===== src/hdl/fep_pkg.sv =====
// fep_pkg: constants, register map and types for the flash fault protect and boot entry block.
// Assumes an 8-bit register port and a byte-wide serial interface beside the block.
// Function
// - Flash array read during program/erase sets fault flag; RAM overlay reads excluded.
// - Flash read during program/erase returns undefined data.
// - Qualifying exception sequence just before program/erase sets fault flag.
// - Sleep or software standby during program/erase sets fault flag.
// - Fault flag set blocks all program and erase; clear means no protection.
// - Fault flag starts at zero; cleared by watchdog reset, pin reset, hardware standby.
// - Low seven status bits ignore writes and read as one.
// - Selected on-board programming mode permits program, erase and verify.
// - In boot mode mode pin 2 is read inverted.
// - Mode 6 offers neither boot mode nor user program mode.
// - Mode monitor register reports mode 5 or 7 as in normal operation.
// - Boot loader starts, checks serial link, then copies erase routine into RAM.
// - Boot mode erases the whole array to all ones before new content.
// - Host sends zero bytes; device answers one zero byte; host replies 55.
// - After AA, host sends two-byte length high first, then program; all echoed.
package fep_pkg;
   localparam int DW = 8;
   localparam int AW = 4;
   localparam int RAM_AW = 12;
   localparam int MAX_LEN = 3072;
   localparam int LEN_W = 16;

   localparam logic [AW-1:0] OFS_FAULT_STAT = 4'h0;
   localparam logic [AW-1:0] OFS_MODE_MON = 4'h1;
   localparam logic [AW-1:0] OFS_IRQ_STAT = 4'h2;
   localparam logic [AW-1:0] OFS_IRQ_MASK = 4'h3;

   localparam logic [6:0] RSVD_ONES = 7'h7F;
   localparam logic [DW-1:0] UNDEF_DATA = 8'hA5;

   localparam logic [2:0] MODE_5 = 3'h5;
   localparam logic [2:0] MODE_6 = 3'h6;
   localparam logic [2:0] MODE_7 = 3'h7;

   localparam logic [DW-1:0] BYTE_ACK = 8'h00;
   localparam logic [DW-1:0] BYTE_CHECK = 8'h55;
   localparam logic [DW-1:0] BYTE_GO = 8'hAA;
   localparam logic [DW-1:0] BYTE_ERR = 8'hFF;

   localparam int IRQ_W = 3;
   localparam int IRQ_FAULT = 0;
   localparam int IRQ_LOADED = 1;
   localparam int IRQ_ERASE_ERR = 2;

   typedef enum logic [2:0] {
      EXC_RESET, EXC_INVALID, EXC_TRAP, EXC_ZDIV, EXC_IRQ, EXC_NMI
   } fep_exc_t;

   typedef enum logic [3:0] {
      BT_IDLE, BT_BAUD, BT_ACK0, BT_WAIT55, BT_COPY, BT_ERASE,
      BT_SENDAA, BT_LENH, BT_LENL, BT_LOAD, BT_RUN, BT_FAIL
   } fep_boot_t;
endpackage : fep_pkg


===== src/hdl/fep_top.sv =====
// fep_top: flash fault flag, on-board programming mode decode and boot loader sequencer.
// Assumes the serial interface measures the bit rate itself and moves whole bytes.
`timescale 1ns/10ps
module fep_top #(
   parameter int RAM_AW  = fep_pkg::RAM_AW,
   parameter int MAX_LEN = fep_pkg::MAX_LEN
) (
   input  wire logic                 MCLK,                   // System clock
   input  wire logic                 RST,                    // Synchronous reset
   input  wire logic                 WATCHDOG_RESET,         // Watchdog reset pulse
   input  wire logic                 EXTERNAL_RESET_PIN,     // Reset pin level
   input  wire logic                 HW_STANDBY_PIN,         // Hardware standby level
   input  wire logic                 FLASH_WRITE_PERMIT_PIN, // Write permit pin
   input  wire logic                 MODE_SELECT_PIN_2,      // Mode pin 2
   input  wire logic                 MODE_SELECT_PIN_1,      // Mode pin 1
   input  wire logic                 MODE_SELECT_PIN_0,      // Mode pin 0
   input  wire logic                 PE_SETUP,               // Program/erase set up
   input  wire logic                 PE_ACTIVE,              // Program/erase running
   input  wire logic                 FLASH_RD,               // Flash array read
   input  wire logic                 RAM_OVERLAY_HIT,        // Read hits RAM overlay
   input  wire logic [fep_pkg::DW-1:0] FLASH_ARR_DATA,       // Array read data
   output logic      [fep_pkg::DW-1:0] FLASH_RD_DATA,        // Data to requester
   input  wire logic                 EXC_START,              // Exception sequence begins
   input  wire fep_pkg::fep_exc_t    EXC_KIND,               // Exception kind
   input  wire logic                 SLEEP_EXEC,             // Sleep instruction run
   output logic                      PE_ALLOW,               // Program/erase permitted
   output logic                      FLASH_FAULT_FLAG,       // Fault flag
   output logic                      BOOT_MODE,              // Boot mode selected
   output logic                      USER_PROG_MODE,         // User program mode
   input  wire logic [fep_pkg::AW-1:0] REG_ADDR,             // Register address
   input  wire logic [fep_pkg::DW-1:0] REG_WDATA,            // Write data
   input  wire logic                 REG_WR,                 // Write strobe
   input  wire logic                 REG_RD,                 // Read strobe
   output logic      [fep_pkg::DW-1:0] REG_RDATA,            // Read data, next cycle
   output logic                      IRQ,                    // Interrupt level
   input  wire logic                 BAUD_LOCKED,            // Bit rate adjusted pulse
   input  wire logic                 RX_VALID,               // Received byte pulse
   input  wire logic [fep_pkg::DW-1:0] RX_DATA,              // Received byte
   output logic                      TX_VALID,               // Send byte pulse
   output logic      [fep_pkg::DW-1:0] TX_DATA,              // Byte to send
   output logic                      COPY_REQ,               // Copy erase routine
   input  wire logic                 COPY_DONE,              // Copy finished pulse
   output logic                      ERASE_ALL,              // Whole-array erase
   input  wire logic                 ERASE_DONE,             // Erase finished pulse
   input  wire logic                 ERASE_FAIL,             // Erase failed pulse
   output logic                      RAM_WE,                 // RAM write pulse
   output logic      [RAM_AW-1:0]    RAM_ADDR,               // RAM byte address
   output logic      [fep_pkg::DW-1:0] RAM_WDATA,            // RAM write data
   output logic                      BOOT_RUN                // Loaded program runs
);
   import fep_pkg::*;

   logic [5:0]      pin_s;
   logic            fault_ff;
   logic            nxt_fault;
   logic [2:0]      mode_ff;
   logic [IRQ_W-1:0] irq_stat_ff;
   logic [IRQ_W-1:0] irq_mask_ff;
   logic [IRQ_W-1:0] nxt_irq_stat;
   logic [IRQ_W-1:0] nxt_irq_mask;
   fep_boot_t       st_ff;
   fep_boot_t       nxt_st;
   logic [DW-1:0]   len_hi_ff;
   logic [LEN_W-1:0] len_ff;
   logic [LEN_W-1:0] cnt_ff;
   logic [LEN_W-1:0] nxt_len;
   logic [LEN_W-1:0] nxt_cnt;

   // Pins and the reset pin come from outside the clock domain
   fep_sync #(.W(6)) u_sync (
      .clk (MCLK),
      .rst (RST),
      .d   ({EXTERNAL_RESET_PIN, HW_STANDBY_PIN, FLASH_WRITE_PERMIT_PIN,
             MODE_SELECT_PIN_2, MODE_SELECT_PIN_1, MODE_SELECT_PIN_0}),
      .q   (pin_s)
   );

   wire pin_rst_s = pin_s[5];
   wire stby_s    = pin_s[4];
   wire fwe_s     = pin_s[3];
   wire md2_s     = pin_s[2];
   wire md1_s     = pin_s[1];
   wire md0_s     = pin_s[0];

   // Mode decode
   wire       boot_sel = fwe_s & ~md2_s & md0_s;
   wire       user_sel = fwe_s & md2_s & md0_s;
   wire       md2_eff  = md2_s ^ boot_sel;
   wire [2:0] mode_num = {md2_eff, md1_s, md0_s};
   wire       is_mode6 = (mode_num == MODE_6);
   wire       onboard  = (boot_sel | user_sel) & ~is_mode6;

   // Fault flag sources
   wire pe_busy  = PE_SETUP | PE_ACTIVE;
   wire exc_ok   = EXC_START & (EXC_KIND != EXC_RESET) & (EXC_KIND != EXC_INVALID)
                   & (EXC_KIND != EXC_TRAP) & (EXC_KIND != EXC_ZDIV);
   wire set_rd   = FLASH_RD & PE_ACTIVE & ~RAM_OVERLAY_HIT;
   wire set_exc  = exc_ok & pe_busy;
   wire set_slp  = SLEEP_EXEC & PE_ACTIVE;
   wire set_any  = set_rd | set_exc | set_slp;
   wire clr_any  = WATCHDOG_RESET | pin_rst_s | stby_s;

   // A clearing reset outranks a simultaneous error: the reset restarts the chip anyway
   assign nxt_fault = clr_any ? 1'b0 : (fault_ff | set_any);

   // Register decode
   wire sel_stat = (REG_ADDR == OFS_FAULT_STAT);
   wire sel_mode = (REG_ADDR == OFS_MODE_MON);
   wire sel_irq  = (REG_ADDR == OFS_IRQ_STAT);
   wire sel_mask = (REG_ADDR == OFS_IRQ_MASK);
   wire rd_irq   = REG_RD & sel_irq;
   wire wr_mask  = REG_WR & sel_mask;
   // No write path exists for the status address, so the flag has no software clear
   wire [DW-1:0] rd_mux = sel_stat ? {fault_ff, RSVD_ONES} :
                          sel_mode ? {{(DW-3){1'b0}}, mode_ff} :
                          sel_irq  ? {{(DW-IRQ_W){1'b0}}, irq_stat_ff} :
                          sel_mask ? {{(DW-IRQ_W){1'b0}}, irq_mask_ff} :
                          {DW{1'b0}};

   // Interrupt events; a set in the clearing read cycle survives
   wire loaded_evt = (st_ff == BT_LOAD) & (nxt_st == BT_RUN);
   wire erase_evt  = (st_ff == BT_ERASE) & ERASE_FAIL;
   wire fault_evt  = ~fault_ff & nxt_fault;
   wire [IRQ_W-1:0] irq_evt = {erase_evt, loaded_evt, fault_evt};
   assign nxt_irq_stat = (irq_stat_ff & ~{IRQ_W{rd_irq}}) | irq_evt;
   assign nxt_irq_mask = wr_mask ? REG_WDATA[IRQ_W-1:0] : irq_mask_ff;

   // Boot loader sequencer
   wire echo     = RX_VALID & ((st_ff == BT_LENH) | (st_ff == BT_LENL) | (st_ff == BT_LOAD));
   wire cnt_last = ((cnt_ff + 16'h0001) == len_ff);
   wire room     = (cnt_ff < LEN_W'(MAX_LEN));

   always_comb begin
      nxt_st  = st_ff;
      nxt_len = len_ff;
      nxt_cnt = cnt_ff;
      case (st_ff)
         BT_IDLE: begin
            if (boot_sel) begin
               nxt_st = BT_BAUD;
            end
         end
         BT_BAUD: begin
            if (BAUD_LOCKED) begin
               nxt_st = BT_ACK0;
            end
         end
         BT_ACK0: begin
            nxt_st = BT_WAIT55;
         end
         BT_WAIT55: begin
            if (RX_VALID && RX_DATA == BYTE_CHECK) begin
               nxt_st = BT_COPY;
            end
         end
         BT_COPY: begin
            if (COPY_DONE) begin
               nxt_st = BT_ERASE;
            end
         end
         BT_ERASE: begin
            if (ERASE_FAIL) begin
               nxt_st = BT_FAIL;
            end else if (ERASE_DONE) begin
               nxt_st = BT_SENDAA;
            end
         end
         BT_SENDAA: begin
            nxt_st = BT_LENH;
         end
         BT_LENH: begin
            if (RX_VALID) begin
               nxt_st = BT_LENL;
            end
         end
         BT_LENL: begin
            if (RX_VALID) begin
               nxt_len = {len_hi_ff, RX_DATA};
               nxt_cnt = '0;
               nxt_st  = ({len_hi_ff, RX_DATA} == '0) ? BT_RUN : BT_LOAD;
            end
         end
         BT_LOAD: begin
            if (RX_VALID) begin
               nxt_cnt = cnt_ff + 16'h0001;
               if (cnt_last) begin
                  nxt_st = BT_RUN;
               end
            end
         end
         default: begin
            nxt_st = st_ff;
         end
      endcase
   end

   // Outgoing serial bytes: echo has priority, the state bytes never meet an echo
   wire fail_in = (nxt_st == BT_FAIL) & (st_ff != BT_FAIL);
   wire tx_go   = echo | (st_ff == BT_ACK0) | (st_ff == BT_SENDAA) | fail_in;
   wire [DW-1:0] tx_byte = echo                 ? RX_DATA :
                           (st_ff == BT_ACK0)   ? BYTE_ACK :
                           (st_ff == BT_SENDAA) ? BYTE_GO : BYTE_ERR;
   // Bytes beyond the RAM space are echoed but not stored
   wire ram_go  = (st_ff == BT_LOAD) & RX_VALID & room;

   always_ff @(posedge MCLK) begin
      if (RST) begin
         fault_ff    <= 1'b0;
         mode_ff     <= '0;
         irq_stat_ff <= '0;
         irq_mask_ff <= '0;
         st_ff       <= BT_IDLE;
         len_hi_ff   <= '0;
         len_ff      <= '0;
         cnt_ff      <= '0;
      end else begin
         fault_ff    <= nxt_fault;
         mode_ff     <= mode_num;
         irq_stat_ff <= nxt_irq_stat;
         irq_mask_ff <= nxt_irq_mask;
         st_ff       <= nxt_st;
         len_hi_ff   <= (st_ff == BT_LENH && RX_VALID) ? RX_DATA : len_hi_ff;
         len_ff      <= nxt_len;
         cnt_ff      <= nxt_cnt;
      end
   end

   always_ff @(posedge MCLK) begin
      if (RST) begin
         FLASH_RD_DATA    <= '0;
         PE_ALLOW         <= 1'b0;
         FLASH_FAULT_FLAG <= 1'b0;
         BOOT_MODE        <= 1'b0;
         USER_PROG_MODE   <= 1'b0;
         REG_RDATA        <= '0;
         IRQ              <= 1'b0;
      end else begin
         FLASH_RD_DATA    <= PE_ACTIVE ? UNDEF_DATA : FLASH_ARR_DATA;
         PE_ALLOW         <= onboard & ~nxt_fault;
         FLASH_FAULT_FLAG <= nxt_fault;
         BOOT_MODE        <= boot_sel & ~is_mode6;
         USER_PROG_MODE   <= user_sel & ~is_mode6;
         REG_RDATA        <= REG_RD ? rd_mux : '0;
         IRQ              <= |(nxt_irq_stat & nxt_irq_mask);
      end
   end

   always_ff @(posedge MCLK) begin
      if (RST) begin
         TX_VALID  <= 1'b0;
         TX_DATA   <= '0;
         COPY_REQ  <= 1'b0;
         ERASE_ALL <= 1'b0;
         RAM_WE    <= 1'b0;
         RAM_ADDR  <= '0;
         RAM_WDATA <= '0;
         BOOT_RUN  <= 1'b0;
      end else begin
         TX_VALID  <= tx_go;
         TX_DATA   <= tx_go ? tx_byte : TX_DATA;
         COPY_REQ  <= (nxt_st == BT_COPY);
         ERASE_ALL <= (nxt_st == BT_ERASE) & ~nxt_fault;
         RAM_WE    <= ram_go;
         RAM_ADDR  <= ram_go ? cnt_ff[RAM_AW-1:0] : RAM_ADDR;
         RAM_WDATA <= ram_go ? RX_DATA : RAM_WDATA;
         BOOT_RUN  <= (nxt_st == BT_RUN);
      end
   end
endmodule : fep_top


===== src/hdl/fep_sync.sv =====
// fep_sync: two-stage synchroniser for a group of slow pin levels.
// Assumes each bit is an independent level; no bus coherence is given.
`timescale 1ns/10ps
module fep_sync #(
   parameter int W = 1
) (
   input  wire logic         clk,   // System clock
   input  wire logic         rst,   // Synchronous reset
   input  wire logic [W-1:0] d,     // Asynchronous levels
   output logic      [W-1:0] q      // Synchronised levels
);
   logic [W-1:0] meta_ff;

   always_ff @(posedge clk) begin
      if (rst) begin
         meta_ff <= '0;
         q       <= '0;
      end else begin
         meta_ff <= d;
         q       <= meta_ff;
      end
   end
endmodule : fep_sync


===== config.mk =====
export PLATFORM = sky130hd
export DESIGN_NAME = fep_top
export DESIGN_NICKNAME = d
export VERILOG_FILES = /design/src/hdl/fep_pkg.sv /design/src/hdl/fep_top.sv /design/src/hdl/fep_sync.sv
export SDC_FILE = /design/constraint.sdc
export NUM_CORES = 1
export LEC_CHECK = 0
export ABC_AREA = 1
export BUFFER_PORTS_ARGS = -buffer_cell sky130_fd_sc_hd__buf_4
export CELL_PAD_IN_SITES_DETAIL_PLACEMENT = 1
export CELL_PAD_IN_SITES_GLOBAL_PLACEMENT = 1
export CORE_ASPECT_RATIO = 1.4
export CORE_MARGIN = 2
export CORE_UTILIZATION = 25
export DETAILED_ROUTE_END_ITERATION = 6
export PLACE_DENSITY_LB_ADDON = 0.1
export SLEW_MARGIN = 20
export SYNTH_ARGS = -nofsm -noshare
export SYNTH_HDL_FRONTEND = slang
export SYNTH_HIERARCHICAL = 1
export SYNTH_SLANG_ARGS = --single-unit

===== constraint.sdc =====
create_clock -name MCLK -period 2.16 [get_ports MCLK]
set_clock_uncertainty 0.1 [all_clocks]
set_input_delay 0 -clock MCLK [delete_from_list [all_inputs] [get_ports MCLK]]
set_output_delay 0 -clock MCLK [all_outputs]
set_load 0.01 [all_outputs]

==> results of run 1 <==
synth_stat cells (all sizes together), types with 2 or more instances:
cell and number:
nand2 141, dfxtp 116, inv 108, nor2 87
a21oi 79, o21ai 57, nand3 49, clkbuf 16
nand4 15, nor3 15, buf 8, o211ai 8
nor4 4, o2111ai 3, a211oi 2, nor3b 2
o22ai 2
routing by layer:
| metal | part of all wire | track usage | up-vias |
|---|---|---|---|
| met5 | 0 | 0 | - |
| li1 | - | - | 2751 |
| met3 | 0.037 | 0.0427 | 26 |
| met4 | 0.024 | 0.0679 | 0 |
| met2 | 0.55 | 0.340 | 97 |
| met1 | 0.39 | 0.185 | 2563 |
tightest hold or removal path, stage by stage:
cell and delay, ns:
buf_4 0.08, o2111ai_1 0.16, nand2_1 0.19, nor2_1 0.05
placed cells by master, fill, tap and decap left out, drive strengths merged, types with 5 or more instances in the layout:
master and instances:
a21oi 79, buf 160, clkbuf 18, clkinv 5, dfxtp 116, dlygate4sd3 46
inv 111, nand2 141, nand3 49, nand4 15, nor2 87, nor3 15
o211ai 8, o21ai 57
cell families (layout without fill, tap and decap cells):
logic type	count (synthesis)	after routing
and+or+nand+nor	317	317
AOI/OAI and AO/OA	155	155
adders and majority gates	1	1
DFF	116	116
buffers and inverters	132	346
cell type report:
cell class                 instances  area share
clock inverter                    14      0.0260
tap                              252      0.0407
clock buffer                      18      0.0554
timing repair buffer             206       0.219
multi-input combinational        473       0.305
sequential                       116       0.301
inverter                         108      0.0524
flip-flops by register name (all words and copies together), names as in the netlist, 3 cells and up:
register	cells
len_ff	16
len_hi_ff	8
RAM_WDATA	8
REG_RDATA	5
mode_ff	3
u_sync/meta_ff	6
u_sync/q	6
cnt_ff	16
irq_stat_ff	3
st_ff	4
RAM_ADDR	12
FLASH_RD_DATA	8
TX_DATA	8
irq_mask_ff	3
report_power, final:
group          internal [mW]  total (mW)  switching (mW)
sequential              2.17        2.18          0.0108
combinational          0.145       0.284           0.139
clock                   1.94        3.03            1.08
total                   4.25        5.49            1.23
worst min-delay path by stage:
stage | endpoint | startpoint | slack, ns | cells after the start
after floorplan | u_sync/meta_ff[5] | RST | -0.03 | 1
after global placement | FLASH_RD_DATA[5] | FLASH_ARR_DATA[5] | 0.10 | 3
after detailed placement | u_sync/meta_ff[5] | EXTERNAL_RESET_PIN | 0.11 | 3
after CTS | REG_RDATA[0] | REG_ADDR[1] | 0.0003 | 7
after global routing | REG_RDATA[0] | REG_ADDR[1] | 0.04 | 7
final | FLASH_FAULT_FLAG | RAM_OVERLAY_HIT | 0.02 | 4
what timing repair did:
item                       4_1_cts  5_1_grt
setup buffers                   13        2
hold buffers                    46        0
gates cloned                     0        0
setup endpoints to repair        7        8
hold endpoints to repair        77        0
resized for setup               24       18
pin swaps                       13       14
==> results.yml, run 1 <==
synthesis:
  ys_async_sr_fraction: 0
  synth_fp_nets: 775
  synth_xor_area_frac: 0
  ys_seq_area_frac: 0.456
  synth_area_leaders: "dfxtp_1, nand2_1, inv_1"
  synth_top_flop_cell: "dfxtp_1"
  yosysWarnings: 6
  synth_largest_area_cell: "dfxtp_1"
  yosys_register_bits: 116
  syn_inst: 721
  synth_fa_ha_area_frac: 0.00246
  yosys.area_share.simple: 0.276
  synth_area_mm2: 0.00509
  synth.area.mux_share: 0
  synth_area_per_cell_um2: 7.06
  yosysTopAreaCellShare: 0.456
  ys_types: 37
  synth_compound_area_frac: 0.164
  synth_edf_count: 0
  synth_top_family_by_area: "simple AND/OR/NAND/NOR gates"
grt:
  grt_util_all_layers: 0.178
  grt_overflow_total: 0
  grt_pass1_wl_um: 30600
  antenna_found_initial: 0
  grt_pass1_vias: 5957
  grt_max_degree: 46
finish:
  syn_to_final_growth_pct: 52.1
  drive_above_1_share: 0.262
  utilization: 0.389
  antenna_cells: 0
  layout.nets: 976
  design_area_mm2: 0.00774
  register_area_mm2: 0.00233
  fillCellCount: 2414
  multiInputGateArea_mm2: 0.00236
  final_cells: 1187
cts:
  clkTransAtPathRegs_ns: 0.06
  cts_tree: "built"
  cts-htree-levels: 4
  clock-root-buffer: "clkbuf_16"
  clk_path_buf_depth: 2
  insertion_delay_ns: 0.42
  clock-sinks: 116
  cts_buffers: 17
drt:
  routedWlPerCell_um: 15.8
  drc: 0
  vias_per_cell: 4.58
  drt_iter0_markers: 212
  vias: 5437
  firstDrtPassIters: 4
  wirelength_um: 18700
  drtAntennaViolNets: 0
placement:
  hpwlAfterDp_um: 13800
  dpl_cell_area_mm2: 0.00642
  dp_slack_ns: -0.159
  portBuffers: 99
  place_congestion: 0.788
  placed_cells: 1096
floorplanning:
  fp-row-count: 61
  die_x_um: 125
  core_area_mm2: 0.0199
  initial_utilization: 0.255
  io_pins: 107
  die_area_mm2: 0.0215
  die_h_um: 173
worst_setup_path:
  cp-start-kind: "flop"
  ff2ff_path_depth: 13
  path_depth: 13
  slowest_stage: "dfxtp_2"
  cp_top_family: "simple AND/OR/NAND/NOR gates"
  worstPathRequired_ns: 2.41
  reg2reg_to: "BOOT_RUN"
  cp_cell_sequence: "nand2_1 -> nor2_2 -> buf_4 -> nand2_2 -> nand2_2 -> nand2_2 -> nand2_2 -> nand4_1 -> nor2_2 -> nand4_1 -> a21oi_2 -> nand3_1 -> nor2_1"
  r2r_setup_slack_ns: -0.04
  cp_max_fo: 5
  crit_end: "BOOT_RUN"
  critPathBufInv: 1
  path_class: "flop to flop"
  critPathMaxStageDelay_ns: 0.37
  end_kind: "flop"
  startpoint: "cnt_ff[7]"
  crit_top_cell: "nand2_2"
  r2r-start: "cnt_ff[7]"
  crit_arrival_ns: 2.46
sta:
  hold_ws_ns: 0.0171
  setup_viol: 2
  fin_crit_sh: 1.02
  tightest_slew_ns: 0.680
  hold_viol_final: 0
  max_slew_margin: 0.546
  rsz0062_at_grt: "yes"
  slew_viol_final: 0
  max_freq_mhz: 454
  fin_crit_ns: 2.20
  tns_ns: -0.0682
  finalWorstSetupSlack_ns: -0.0427
power_and_ir_drop:
  ir_worst_vdd_mv: 0.464
  power_density_mw_per_mm2: 709
  p_leak_nw: 3.43
  power.total_mw: 5.49
outcome:
  outcome: "finished with violations"
  violations: "negative setup slack"
flow_run:
  cap_violations: 0
min_path:
  hold_class: "primary input to flop"
(Power assumes the default switching activity.)
==> run 2: changes to the inputs <==
--- a/config.mk
+++ b/config.mk
@@ -6,14 +6,14 @@
 export NUM_CORES = 1
 export LEC_CHECK = 0
 export ABC_AREA = 1
-export BUFFER_PORTS_ARGS = -buffer_cell sky130_fd_sc_hd__buf_4
 export CELL_PAD_IN_SITES_DETAIL_PLACEMENT = 1
 export CELL_PAD_IN_SITES_GLOBAL_PLACEMENT = 1
 export CORE_ASPECT_RATIO = 1.4
-export CORE_MARGIN = 2
 export CORE_UTILIZATION = 25
 export DETAILED_ROUTE_END_ITERATION = 6
+export DONT_BUFFER_PORTS = 1
 export PLACE_DENSITY_LB_ADDON = 0.1
+export SKIP_CTS_REPAIR_TIMING = 1
 export SLEW_MARGIN = 20
 export SYNTH_ARGS = -nofsm -noshare
 export SYNTH_HDL_FRONTEND = slang
==> results.yml, run 2 (synthesis results as in run 1) <==
grt:
  grt_overflow_total: 0
  grt_pass1_wl_um: 27400
  antenna_found_initial: 0
  grt_max_degree: 55
  grt_pass1_vias: 5145
  grt_util_all_layers: 0.176
cts:
  cts-htree-levels: 4
  clkTransAtPathRegs_ns: 0.06
  clock-root-buffer: "clkbuf_16"
  clock-sinks: 116
  cts_tree: "built"
  cts_buffers: 17
  clk_path_buf_depth: 2
  insertion_delay_ns: 0.42
outcome:
  outcome: "finished with violations"
  violations: "negative hold slack, negative setup slack"
placement:
  place_congestion: 0.794
  dp_slack_ns: -0.131
  hpwlAfterDp_um: 13200
  portBuffers: 0
floorplanning:
  fp-row-count: 61
  die_x_um: 123
  io_pins: 107
  core_area_mm2: 0.0199
  die_area_mm2: 0.0209
  initial_utilization: 0.255
  die_h_um: 171
drt:
  drc: 0
  drt_iter0_markers: 190
  vias_per_cell: 4.65
  routedWlPerCell_um: 16.7
  vias: 5091
  wirelength_um: 18200
  firstDrtPassIters: 4
  drtAntennaViolNets: 0
worst_setup_path:
  r2r-start: "cnt_ff[1]"
  cp_cell_sequence: "ha_4 -> nand2_4 -> nor2_4 -> buf_6 -> nand4_1 -> nand2_1 -> nand2_1 -> nand2_2 -> nand3_2 -> nor2_4 -> nand4_1 -> a21oi_2 -> buf_4 -> nor3_2"
  critPathBufInv: 2
  critPathMaxStageDelay_ns: 0.35
  worstPathRequired_ns: 2.37
  ff2ff_path_depth: 14
  cp_top_family: "simple AND/OR/NAND/NOR gates"
  reg2reg_to: "ERASE_ALL"
  crit_arrival_ns: 2.50
  slowest_stage: "dfxtp_2"
  cp-start-kind: "flop"
  end_kind: "flop"
  cp_max_fo: 5
  path_class: "flop to flop"
  r2r_setup_slack_ns: -0.13
sta:
  fin_crit_ns: 2.29
  max_slew_margin: 0.566
  setup_viol: 3
  tightest_slew_ns: 0.650
  slew_viol_final: 0
  max_freq_mhz: 438
  fin_crit_sh: 1.06
  hold_viol_final: 31
  hold_ws_ns: -0.439
  finalWorstSetupSlack_ns: -0.125
  rsz0062_at_grt: "yes"
finish:
  multiInputGateArea_mm2: 0.00241
  top_regs: "cnt_ff (16), len_ff (16), RAM_ADDR (12)"
  antenna_cells: 0
  mostFrequentLayoutCell: "nand2_1"
  utilization: 0.354
  drive_above_1_share: 0.191
  layout.nets: 884
  fillCellCount: 2449
  layout_common_cells: "nand2_1, dfxtp_1, inv_1"
  register_area_mm2: 0.00233
  syn_to_final_growth_pct: 38.6
min_path:
  whs_endpoint: "cnt_ff[2]"
  hold_class: "primary input to flop"
  holdCritStartpoint: "RST"
  holdPathStages: 1
power_and_ir_drop:
  ir_worst_vdd_mv: 0.478
  power_density_mw_per_mm2: 723
  p_leak_nw: 2.97
  power.total_mw: 5.10
flow_run:
  cap_violations: 0
## run 2: cell count changes in the layout (fill, tap and decap cells not counted), moves of 3 or more
cell	previous run	this run
nand3_1	45	41
inv_6	3	6
bufinv_16	4	1
clkinvlp_4	2	5
nand3_2	4	8
nor2_1	75	70
nand2_2	21	24
nor2_2	8	12
dlygate4sd3_1	46	50
buf_4	155	58
clkinv_4	4	0
nand2_1	118	114
## run 2: worst register-to-register path: cells and delay by family (launching register included)
kind / cells / cell delay [ns]
AND/OR/NAND/NOR: 10 / 1.07
buffers and inverters: 2 / 0.27
adder cells (fa/ha/maj): 1 / 0.16
AO/OA/AOI/OAI: 1 / 0.24
flip-flops: 1 / 0.35
## run 2: where the power goes
| group | internal, mW | switching, mW | total [mW] |
|---|---|---|---|
| Sequential | 2.17 | 0.0181 | 2.18 |
| Combinational | 0.0858 | 0.0942 | 0.180 |
| Clock | 1.63 | 1.10 | 2.73 |
| Total | 3.88 | 1.22 | 5.10 |
## run 2: per-layer routing
metal,share of wire,vias to the layer above,track usage
met5,0,-,0
met4,0.014,0,0.0589
met2,0.54,108,0.330
li1,-,2563,-
met1,0.40,2403,0.189
met3,0.038,17,0.0423
## run 2: through the flow
step / instance area, µm² / TNS, ns / cells
global placement: 5720 / -0.157 / 1002
global route: 7050 / -1.18 / 1095
detailed placement: 5720 / -0.402 / 1002
CTS: 6280 / -0.519 / 1034
finish: 7050 / -0.311 / 1095
floorplan: 5090 / 0 / 721
## run 2: area by class of cell
cell class | count | area share
inverters | 108 | 0.0580
repair buffers | 114 | 0.145
flip-flops and latches | 116 | 0.330
clock buffers | 19 | 0.0628
clock inverters | 13 | 0.0174
well taps | 252 | 0.0447
multi-input cells | 473 | 0.342
## run 2: how the worst max path moves through the flow
stage          slack [ns]         to  depth (start not counted)      start
2_1_floorplan        0.22   COPY_REQ                         16  cnt_ff[1]
3_3_place_gp        -0.06   COPY_REQ                         17  cnt_ff[0]
3_5_place_dp        -0.13   BOOT_RUN                         14  cnt_ff[0]
4_1_cts             -0.16   BOOT_RUN                         14  cnt_ff[0]
5_1_grt             -0.29   BOOT_RUN                         14  cnt_ff[1]
6_report            -0.13  ERASE_ALL                         14  cnt_ff[1]
